==> src/mcc_pkg.sv <==
// Package with register map, field positions, reset values and state types of the monitor control
package mcc_pkg;

    // ========================================================
    // Register offsets (pointer values)
    localparam logic [7:0] MCC_OFS_TRIP_INT  = 8'h13;
    localparam logic [7:0] MCC_OFS_TRIP_EXT  = 8'h14;
    localparam logic [7:0] MCC_OFS_TEST      = 8'h15;
    localparam logic [7:0] MCC_OFS_CHMODE    = 8'h16;
    localparam logic [7:0] MCC_OFS_ANALOG    = 8'h19;
    localparam logic [7:0] MCC_OFS_PRIMARY   = 8'h40;
    localparam logic [7:0] MCC_OFS_MASK2     = 8'h44;
    localparam logic [7:0] MCC_OFS_SECONDARY = 8'h4A;

    // ========================================================
    // Field positions
    localparam int MCC_P_START     = 0;
    localparam int MCC_P_ALERT_EN  = 1;
    localparam int MCC_P_OT_EN     = 2;
    localparam int MCC_P_ALERT_CLR = 3;
    localparam int MCC_P_RST_REQ   = 4;
    localparam int MCC_P_OT_CLR    = 6;
    localparam int MCC_P_REINIT    = 7;
    localparam int MCC_S_TEMP_MASK = 0;
    localparam int MCC_S_LOCK_A    = 1;
    localparam int MCC_S_LOCK_B    = 2;
    localparam int MCC_S_OT_MODE   = 3;
    localparam int MCC_M_RST_EN    = 7;
    localparam int MCC_T_SHUTDOWN  = 0;

    // ========================================================
    // Reset values
    localparam logic [7:0] MCC_RST_PRIMARY   = 8'h08;
    localparam logic [7:0] MCC_RST_SECONDARY = 8'h00;
    localparam logic [7:0] MCC_RST_MASK2     = 8'h00;
    localparam logic [7:0] MCC_RST_TEST      = 8'h00;
    localparam logic [7:0] MCC_RST_CHMODE    = 8'h00;
    localparam logic [7:0] MCC_RST_ANALOG    = 8'hFF;
    localparam logic [7:0] MCC_RST_TRIP_INT  = 8'h46;
    localparam logic [7:0] MCC_RST_TRIP_EXT  = 8'h55;

    // ========================================================
    // Timing
    localparam int MCC_CLK_HZ         = 50000000;
    localparam int MCC_RST_PULSE_MS   = 45;
    localparam int MCC_RST_PULSE_CYC  = MCC_CLK_HZ / 1000 * MCC_RST_PULSE_MS;
    localparam int MCC_CNT_W          = 22;

    // ========================================================
    // Carriers
    typedef struct packed {
        logic       ptr_wr;
        logic       data_wr;
        logic       data_rd;
        logic [7:0] wdata;
    } mcc_bus_req_t;

    typedef struct packed {
        logic [7:0]           primary;
        logic [7:0]           secondary;
        logic [7:0]           mask2;
        logic [7:0]           test;
        logic [7:0]           chmode;
        logic [7:0]           analog;
        logic [7:0]           trip_int;
        logic [7:0]           trip_ext;
        logic [7:0]           pointer;
        logic                 lock;
        logic [MCC_CNT_W-1:0] rst_cnt;
        logic                 run_d;
        logic                 meas_start;
        logic [7:0]           rdata;
        logic                 rvalid;
        logic                 ot_sync1;
        logic                 ot_sync2;
        logic                 alert_n;
        logic                 ot_drive;
    } mcc_state_t;

endpackage

==> src/mcc_monitor_config_control.sv <==
// Control and configuration register bank of the system hardware monitor
`timescale 1ns/1ps

// Overview of operation
// - Power-up initialises control and trip registers
// - After power-up monitoring stopped, alert cleared
// - Primary bit 7 re-initialises, self-clears
// - Re-init keeps test and analog registers
// - Primary bit 0 runs loop, else low-power
// - Register access works in low-power state
// - Primary bit 1 enables alert output
// - Primary bit 2 enables overtemp output
// - Primary bit 3 clears alert, suspends monitoring
// - Primary bit 4 gives 45 ms reset pulse
// - Primary bit 6 clears overtemp output
// - Secondary bit 0 masks temperature alerts
// - Secondary bits 1,2 lock trip registers
// - Secondary bit 3 selects overtemp mode
// - Analog and fan measurements start together
// - Fan timing follows rate and divisor
// - Value registers readable any time
// - Test bit 0 enters full shutdown
// - Clearing shutdown restores previous state
// - Host writes write-only register pointer
// - Reset pulse needs mask2 bit 7, self-clears
module mcc_monitor_config_control
    import mcc_pkg::*;
#(
    parameter int RST_PULSE_CYC = MCC_RST_PULSE_CYC
) (
    // Clock and reset
    input  wire logic         i_clock,
    input  wire logic         i_resetn,
    // Register access from the serial bus engine
    input  wire mcc_bus_req_t i_bus,
    input  wire logic [7:0]   i_ext_rdata,
    output logic [7:0]        o_ext_addr,
    output logic [7:0]        o_rdata,
    output logic              o_rvalid,
    // Event sources from status and comparison logic
    input  wire logic         i_int_event,
    input  wire logic         i_temp_event,
    input  wire logic         i_overtemp_req,
    // Overtemperature pin, open drain
    input  wire logic         i_overtemp_pin,
    output logic              o_overtemp_out,
    output logic              o_overtemp_oe,
    output logic              o_overtemp_ext,
    // Reset pin, open drain
    output logic              o_reset_out,
    output logic              o_reset_oe,
    // Alert pin and core control
    output logic              o_alert_n,
    output logic              o_monitor_run,
    output logic              o_low_power,
    output logic              o_shutdown,
    output logic              o_meas_start,
    output logic              o_overtemp_mode,
    output logic [7:0]        o_chmode
);

    // ========================================================
    // Reset release
    // Assertion acts at once, release reaches every state flop together on the second clock edge
    logic rst_sync1_reg;
    logic rst_sync2_reg;

    always_ff @(posedge i_clock or negedge i_resetn) begin
        if (!i_resetn) begin
            rst_sync1_reg <= 1'b0;
            rst_sync2_reg <= 1'b0;
        end else begin
            rst_sync1_reg <= 1'b1;
            rst_sync2_reg <= rst_sync1_reg;
        end
    end

    // ========================================================
    // State
    // Pulse counter constants, cut to the counter width on purpose
    localparam logic [MCC_CNT_W-1:0] PULSE_LEN = RST_PULSE_CYC[MCC_CNT_W-1:0];
    localparam logic [MCC_CNT_W-1:0] CNT_ONE   = {{(MCC_CNT_W-1){1'b0}}, 1'b1};
    localparam logic [MCC_CNT_W-1:0] CNT_ZERO  = '0;

    // Registered state, its next value and decode helpers
    mcc_state_t state_reg;
    mcc_state_t state_next;
    logic       run_now;
    logic       wr_primary;
    logic [7:0] wd;

    // Power-on values
    localparam mcc_state_t MCC_POR = '{
        primary:   MCC_RST_PRIMARY,
        secondary: MCC_RST_SECONDARY,
        mask2:     MCC_RST_MASK2,
        test:      MCC_RST_TEST,
        chmode:    MCC_RST_CHMODE,
        analog:    MCC_RST_ANALOG,
        trip_int:  MCC_RST_TRIP_INT,
        trip_ext:  MCC_RST_TRIP_EXT,
        pointer:   8'h00,
        lock:      1'b0,
        rst_cnt:   '0,
        run_d:     1'b0,
        meas_start: 1'b0,
        rdata:     8'h00,
        rvalid:    1'b0,
        ot_sync1:  1'b1,
        ot_sync2:  1'b1,
        alert_n:   1'b1,
        ot_drive:  1'b0
    };

    // Next-state logic: registers hold by default, strobes fall
    // A data access in the same cycle as a pointer write uses the old
    // pointer, so the host may send pointer and data back to back
    always_comb begin
        state_next = state_reg;
        wd         = i_bus.wdata;
        wr_primary = i_bus.data_wr && (state_reg.pointer == MCC_OFS_PRIMARY);
        state_next.rvalid     = 1'b0;
        state_next.meas_start = 1'b0;

        if (i_bus.ptr_wr) begin
            state_next.pointer = wd;
        end

        if (i_bus.data_wr) begin
            case (state_reg.pointer)
                MCC_OFS_PRIMARY: begin
                    // Bits 3 and 6 held until rewritten
                    state_next.primary = wd;
                    // Request needs enable; dropping it here
                    // keeps a later enable from firing a stale request
                    if (!state_reg.mask2[MCC_M_RST_EN]) begin
                        state_next.primary[MCC_P_RST_REQ] = 1'b0;
                    end
                    if (wd[MCC_P_REINIT]) begin
                        state_next.primary   = MCC_RST_PRIMARY;
                        state_next.secondary = MCC_RST_SECONDARY;
                        state_next.mask2     = MCC_RST_MASK2;
                        state_next.chmode    = MCC_RST_CHMODE;
                        // Lock flag is kept, only power-on reset clears it,
                        // so locked trip points keep their values
                        if (!state_reg.lock) begin
                            state_next.trip_int = MCC_RST_TRIP_INT;
                            state_next.trip_ext = MCC_RST_TRIP_EXT;
                        end
                    end
                end
                MCC_OFS_SECONDARY: begin
                    state_next.secondary = wd;
                    if (wd[MCC_S_LOCK_A] && wd[MCC_S_LOCK_B]) begin
                        state_next.lock = 1'b1;
                    end
                end
                MCC_OFS_MASK2: begin
                    state_next.mask2 = wd;
                end
                MCC_OFS_TEST: begin
                    state_next.test = wd;
                end
                MCC_OFS_CHMODE: begin
                    state_next.chmode = wd;
                end
                MCC_OFS_ANALOG: begin
                    state_next.analog = wd;
                end
                MCC_OFS_TRIP_INT: begin
                    if (!state_reg.lock) begin
                        state_next.trip_int = wd;
                    end
                end
                MCC_OFS_TRIP_EXT: begin
                    if (!state_reg.lock) begin
                        state_next.trip_ext = wd;
                    end
                end
                default: ;
            endcase
        end

        // Reset pulse timing; a primary write in the last cycle
        // keeps what the host wrote instead of the automatic clear,
        // so a request written then is kept; one written earlier in the pulse is cleared
        if (state_reg.rst_cnt != CNT_ZERO) begin
            state_next.rst_cnt = state_reg.rst_cnt - CNT_ONE;
            if (state_reg.rst_cnt == CNT_ONE && !wr_primary) begin
                state_next.primary[MCC_P_RST_REQ] = 1'b0;
            end
        end else if (state_reg.primary[MCC_P_RST_REQ] && state_reg.mask2[MCC_M_RST_EN]) begin
            state_next.rst_cnt = PULSE_LEN;
        end

        // Reads any time
        // Pointer is not readable; foreign offsets come from the value logic
        if (i_bus.data_rd) begin
            state_next.rvalid = 1'b1;
            case (state_reg.pointer)
                MCC_OFS_PRIMARY:   state_next.rdata = state_reg.primary;
                MCC_OFS_SECONDARY: state_next.rdata = state_reg.secondary;
                MCC_OFS_MASK2:     state_next.rdata = state_reg.mask2;
                MCC_OFS_TEST:      state_next.rdata = state_reg.test;
                MCC_OFS_CHMODE:    state_next.rdata = state_reg.chmode;
                MCC_OFS_ANALOG:    state_next.rdata = state_reg.analog;
                MCC_OFS_TRIP_INT:  state_next.rdata = state_reg.trip_int;
                MCC_OFS_TRIP_EXT:  state_next.rdata = state_reg.trip_ext;
                default:           state_next.rdata = i_ext_rdata;
            endcase
        end

        state_next.run_d = run_now;
        state_next.meas_start = run_now && !state_reg.run_d;

        // Alert enable, alert held clear, temp mask
        // Registered so that glitches on the event lines never reach the pin;
        // status contents outside are left alone by the clear
        state_next.alert_n = !(state_reg.primary[MCC_P_ALERT_EN]
                              && !state_reg.primary[MCC_P_ALERT_CLR]
                              && (i_int_event
                                  || (i_temp_event && !state_reg.secondary[MCC_S_TEMP_MASK])));

        // Overtemp enable, overtemp cleared
        // Request comes already shaped by the selected mode
        state_next.ot_drive = state_reg.primary[MCC_P_OT_EN]
                              && !state_reg.primary[MCC_P_OT_CLR]
                              && i_overtemp_req;

        // Pin input synchroniser
        // Only the second flop is read; the first may be metastable
        state_next.ot_sync1 = i_overtemp_pin;
        state_next.ot_sync2 = state_reg.ot_sync1;
    end

    // Loop runs only when started, not suspended, not shut down
    // Shutdown stops the loop without touching any register
    assign run_now = state_reg.primary[MCC_P_START]
                     && !state_reg.primary[MCC_P_ALERT_CLR]
                     && !state_reg.test[MCC_T_SHUTDOWN];

    // Power-on values, loop stopped and alert cleared
    // Primary resets with start low and alert clear high
    always_ff @(posedge i_clock or negedge rst_sync2_reg) begin
        if (!rst_sync2_reg) begin
            state_reg <= MCC_POR;
        end else begin
            state_reg <= state_next;
        end
    end

    // ========================================================
    // Outputs
    // Bus answer and current pointer
    assign o_ext_addr      = state_reg.pointer;
    assign o_rdata         = state_reg.rdata;
    assign o_rvalid        = state_reg.rvalid;

    // Alert pin, low while an enabled event is pending
    assign o_alert_n       = state_reg.alert_n;

    // Overtemp pin is open drain: data held low, enable pulls the pin
    assign o_overtemp_out  = 1'b0;
    assign o_overtemp_oe   = state_reg.ot_drive;
    assign o_overtemp_ext  = !state_reg.ot_sync2;

    // Reset pin is open drain, pulled low for the whole pulse
    assign o_reset_out     = 1'b0;
    assign o_reset_oe      = (state_reg.rst_cnt != CNT_ZERO);

    // Core control
    assign o_monitor_run   = state_reg.run_d;
    // Shutdown leaves registers as they were
    assign o_low_power     = !state_reg.primary[MCC_P_START];
    assign o_shutdown      = state_reg.test[MCC_T_SHUTDOWN];
    assign o_meas_start    = state_reg.meas_start;

    // Mode and channel setup
    // Overtemp mode select
    assign o_overtemp_mode = state_reg.secondary[MCC_S_OT_MODE];
    assign o_chmode        = state_reg.chmode;

endmodule

==> config.mk <==
export PLATFORM = sky130hd
export DESIGN_NAME = mcc_monitor_config_control
export DESIGN_NICKNAME = d
export VERILOG_FILES = /design/src/mcc_pkg.sv /design/src/mcc_monitor_config_control.sv
export SDC_FILE = /design/constraint.sdc
export NUM_CORES = 1
export LEC_CHECK = 0
export BUFFER_PORTS_ARGS = -buffer_cell sky130_fd_sc_hd__buf_2
export CAP_MARGIN = 20
export CORE_UTILIZATION = 60
export CTS_BUF_LIST = sky130_fd_sc_hd__clkbuf_4
export DETAILED_ROUTE_END_ITERATION = 8
export PLACE_DENSITY = 0.81
export SLEW_MARGIN = 10
export SYNTH_ARGS = -nofsm -noshare
export SYNTH_HDL_FRONTEND = slang
export SYNTH_SLANG_ARGS = --single-unit
==> constraint.sdc <==
create_clock -name i_clock -period 8.5 [get_ports i_clock]
set_input_delay 1.7 -clock i_clock [delete_from_list [all_inputs] [get_ports i_clock]]
set_output_delay 1.7 -clock i_clock [all_outputs]
set_load 0.005 [all_outputs]
# ---- Yosys cells after proc, flatten, opt, wreduce, memory -nomap -nowiden
# Cells that the tools add are included.
dict set report classes {
  n_addsub 1
  n_eq_ne 13
  muxes 21
  reduce_logical 38
}
# cell n
set op_table {}
lappend op_table {{$pmux W8 S2} 5}
lappend op_table {{$pmux W8 S8} 1}
lappend op_table {{$mux W61} 1}
lappend op_table {{$mux W22} 2}
lappend op_table {{$eq A8 B5 Y1 const B} 5}
lappend op_table {{$mux W16} 2}
lappend op_table {{$mux W8} 4}
lappend op_table {{$eq A8 B7 Y1 const B} 3}
lappend op_table {{$mux W23} 1}
lappend op_table {{$eq A22 B1 Y1 const B} 1}
lappend op_table {{$reduce_bool A22 Y1} 1}
lappend op_table {{$sub A22 B1 Y22 const B} 1}
lappend op_table {{$logic_and A1 B1 Y1} 12}
lappend op_table {{$reduce_and A3 Y1} 4}
lappend op_table {{$reduce_bool A2 Y1} 6}
lappend op_table {{$reduce_and A5 Y1} 2}
lappend op_table {{$logic_not A1 Y1} 9}
lappend op_table {{$ne A2 B2 Y1 const B} 4}
lappend op_table {{$reduce_and A2 Y1} 3}
lappend op_table {{$mux W5} 1}
lappend op_table {{$mux W1} 4}
lappend op_table {{$logic_or A1 B1 Y1} 1}
dict set report totals {
  regBits 111
  wordCells 95
}

# ---- Logic depth before layout (Yosys ltp)
dict set report logic_depth {
  ltp_word 6
  ltp_mapped 8
  depth_no_buf 7
}

# ---- Worst setup path after synthesis
# Ideal clock, no wire load.
dict set report synth_timing {
  path_kind {reg2out}
  start {register state_reg[24] (netlist bit)}
  end {output o_reset_oe}
  arrival_ps 1909
  t_required_ps 6800
  setup_slack_ps 4891
  stages_incl_launch_ff 6
  cell_sequence {dfrtp_1 or4_4 or4_1 buf_6 nor3_4 inv_1}
}
dict set report synth_via {
  elab_chain_len 1
}
# element line_no
set synth_rtl {}
lappend synth_rtl {{from (decl)} mcc_monitor_config_control.sv:86} ;# mcc_state_t state_reg;
lappend synth_rtl {{from (signal assigned)} mcc_monitor_config_control.sv:248} ;# state_reg <= state_next;
lappend synth_rtl {{$reduce_bool A22 Y1} mcc_monitor_config_control.sv:269} ;# assign o_reset_oe = (state_reg.rst_cnt != CNT_ZERO);
lappend synth_rtl {{to (decl)} mcc_monitor_config_control.sv:51} ;# output logic o_reset_oe,
# Every way passes these cells.

# ---- Worst setup path after layout
# Same ends and word-level chain as after synthesis.

==> results.ini <==
[routing]
wl_per_cell_microns=20.0
dr.pass1.iters=5
initialDrtViolationCount=276
detail-route-antenna-nets=0
via_per_inst=6.48
wirelength_microns=12200
drc_errors=0
vias=3958

[synthesis]
synth_area_leaders=dfrtp_1 (42%), dfstp_2 (9.2%), a22o_1 (5.0%)
yosys.area.top_type=dfrtp_1
ys_warn_count=0
synth_cell_type_count=63
synth_top_area_share_pct=42.2
ys_seq_area_share_pct=51.4
synth_cells=482
mappedNetlistArea_sq_mm=0.00545
dominantRegCellSynth=dfrtp_1
async_flop_share_pct=100
synth_area_per_cell_sq_um=11.3
synth_edf_count=0
ys_seq_elements=111

[sta]
fmax_mhz=223
maxSlewHeadroom_pct=41.3
setup_viol=0
fin_skew_ps=24.8
finalMaxSlewViolations=0
finalHoldViolations=0
fin_crit_sh_pct=52.8
worst_pin_slew_ps=880
setup_tns_ps=0
fin_crit_ps=4490
rsz0062_at_grt=false

[floorplan]
dieArea_sq_mm=0.00947
core_area_sq_mm=0.00876
die_y_microns=97.3
start_util_pct=62.2
rows=34
num_io_pins=61
die_width_microns=97.3

[cts]
cts_num_sinks=111
clock_latency_ps=460
clk_pin_slew_ps=170
cts-root-buf=clkbuf_4
cts_tree=built
cts_buffers=9
cts_resized=0
cts_buffer_depth=2
cts_setup_buffers=0
h-tree-depth=3
cts_hold_buffers=0

[cells_and_area]
syn_to_final_growth_pct=4.48
final_common_cell=dfrtp_1
insertedDiodeCount=0
post-route-util_pct=65.0
nets=526
layout_common_cells=dfrtp_1 (91), buf_2 (58), o21ai_0 (31), a22o_1 (31), mux2_2 (24)
drive_gt1_share_pct=27.0
final_area_sq_mm=0.00570
largest_register_ffs=77

[global_route]
grt_max_degree=75
overflow=0
grt.total_usage_pct=26.6
grt_pass1_vias=3802
grt_pass1_wl_microns=19700
antenna_found_initial=0

[worst_setup_path]
crit_path_top_delay_cell=or4_1
path_buf_inv=2
cp_max_fo=8
worstPathRequired_ps=6800
critical_path.startpoint_type=flip-flop
critical_path.top_delay_family=simple AND/OR/NAND/NOR gates
startpoint=state_reg[24]
r2r_start=o_ext_addr[1]
path_cells=or4_4 > or4_1 > nor3_4 > inv_1 > buf_2
end_kind=output pin
critPathKind=flip-flop to output pin
slowest_delay_ps=750
cp.arrival_ps=2790

[place]
postPlaceCellArea_sq_mm=0.00558
place.gp.congestion=0.870
detailed_place_hpwl_microns=8260
io_buffers=58

[power_and_ir_drop]
powerDensity_mw_per_mm2=173
power_uw=983
p_leak_uw=0.00262
ir_drop_mv=0.107

[flow_run]
cap_viol_max_count=0

[min_path]
hold_class=flip-flop to async pin

[status]
status=finished clean

-- metal layers --
metal | routed length, microns | global-route usage [%] | vias up
met3 | 737 | 3.88 | 26
met4 | 264 | 9.05 | 0
met5 | 0 | 0 | -
met1 | 5600 | 39.0 | 2001
li1 | - | - | 1784
met2 | 5600 | 41.1 | 147
-- per-stage QoR --
stage               instances  hold WS (ps)  worst slack, ps
floorplan                 483           331             4890
global placement          594           292             4580
detailed placement        594           305             4540
CTS                       610           316             4020
global route              611           342             3870
finish                    611           292             4010
-- final timing paths --
kind | end | slack [ps] | cells past startpoint
max | o_reset_oe | 4010 | 5
min | o_overtemp_oe | 290 | 0
max reg2reg | o_rdata[3] | 5690 | 5
min reg2reg | o_overtemp_oe | 290 | 0
max in group asynchronous | o_monitor_run | 6950 | 1
min in group i_clock | rst_sync2_reg | 370 | 0
-- logic make-up (layout without fill, tap and decap cells) --
| kind of cell | count (synthesis) | in the layout | synth area share, % |
|---|---|---|---|
| DFF | 111 | 111 | 51.4 |
| muxes | 48 | 48 | 9.46 |
| and+or+nand+nor | 118 | 118 | 13.6 |
| xor gates and xnor gates | 9 | 9 | 1.45 |
| other | 2 | 3 | 0.138 |
| buffers and inverters | 69 | 89 | 6.77 |
| AOI/OAI and AO/OA | 122 | 122 | 16.5 |
| adders and majority gates | 3 | 3 | 0.689 |
-- cells in the mapped netlist (4+ instances only) --
cell type	n
dfstp_2	19
a21boi_0	7
nor4_1	5
buf_2	4
clkbuf_1	22
nor2_1	18
xor2_1	7
nor2b_1	12
dfrtp_1	92
o21ai_0	31
a31oi_1	8
nor3_1	9
nand3b_1	9
a222oi_1	6
inv_1	12
mux2i_1	23
nand2_1	13
buf_1	4
o2bb2ai_1	6
or4_1	6
a21oi_1	9
nand3_1	12
buf_4	26
o22a_1	7
mux2_2	24
and3_1	7
a22o_1	31
-- power breakdown --
group / switching, uW / internal, uW / total [uW]
sequential: 42.1 / 587 / 629
combinational: 62.8 / 60.9 / 124
clock: 167 / 63.2 / 230
-- worst reg2reg max path, cell delays in order (launching register included) --
cell and delay [ps]:
dfrtp_1 930, nor2b_1 400, and4_1 430, a222oi_1 540
a21boi_0 280, o21ai_0 110
-- layout make-up --
cell class / count / area, sq um
clock buffers: 10 / 75.1
inverters: 12 / 45.0
multi-input cells: 303 / 2280
fillers: 702 / 3070
clock inverters: 6 / 37.5
repair buffers: 61 / 313
well taps: 108 / 135
flip-flops and latches: 111 / 2810
Note: power is estimated with default switching activity, not from simulation.
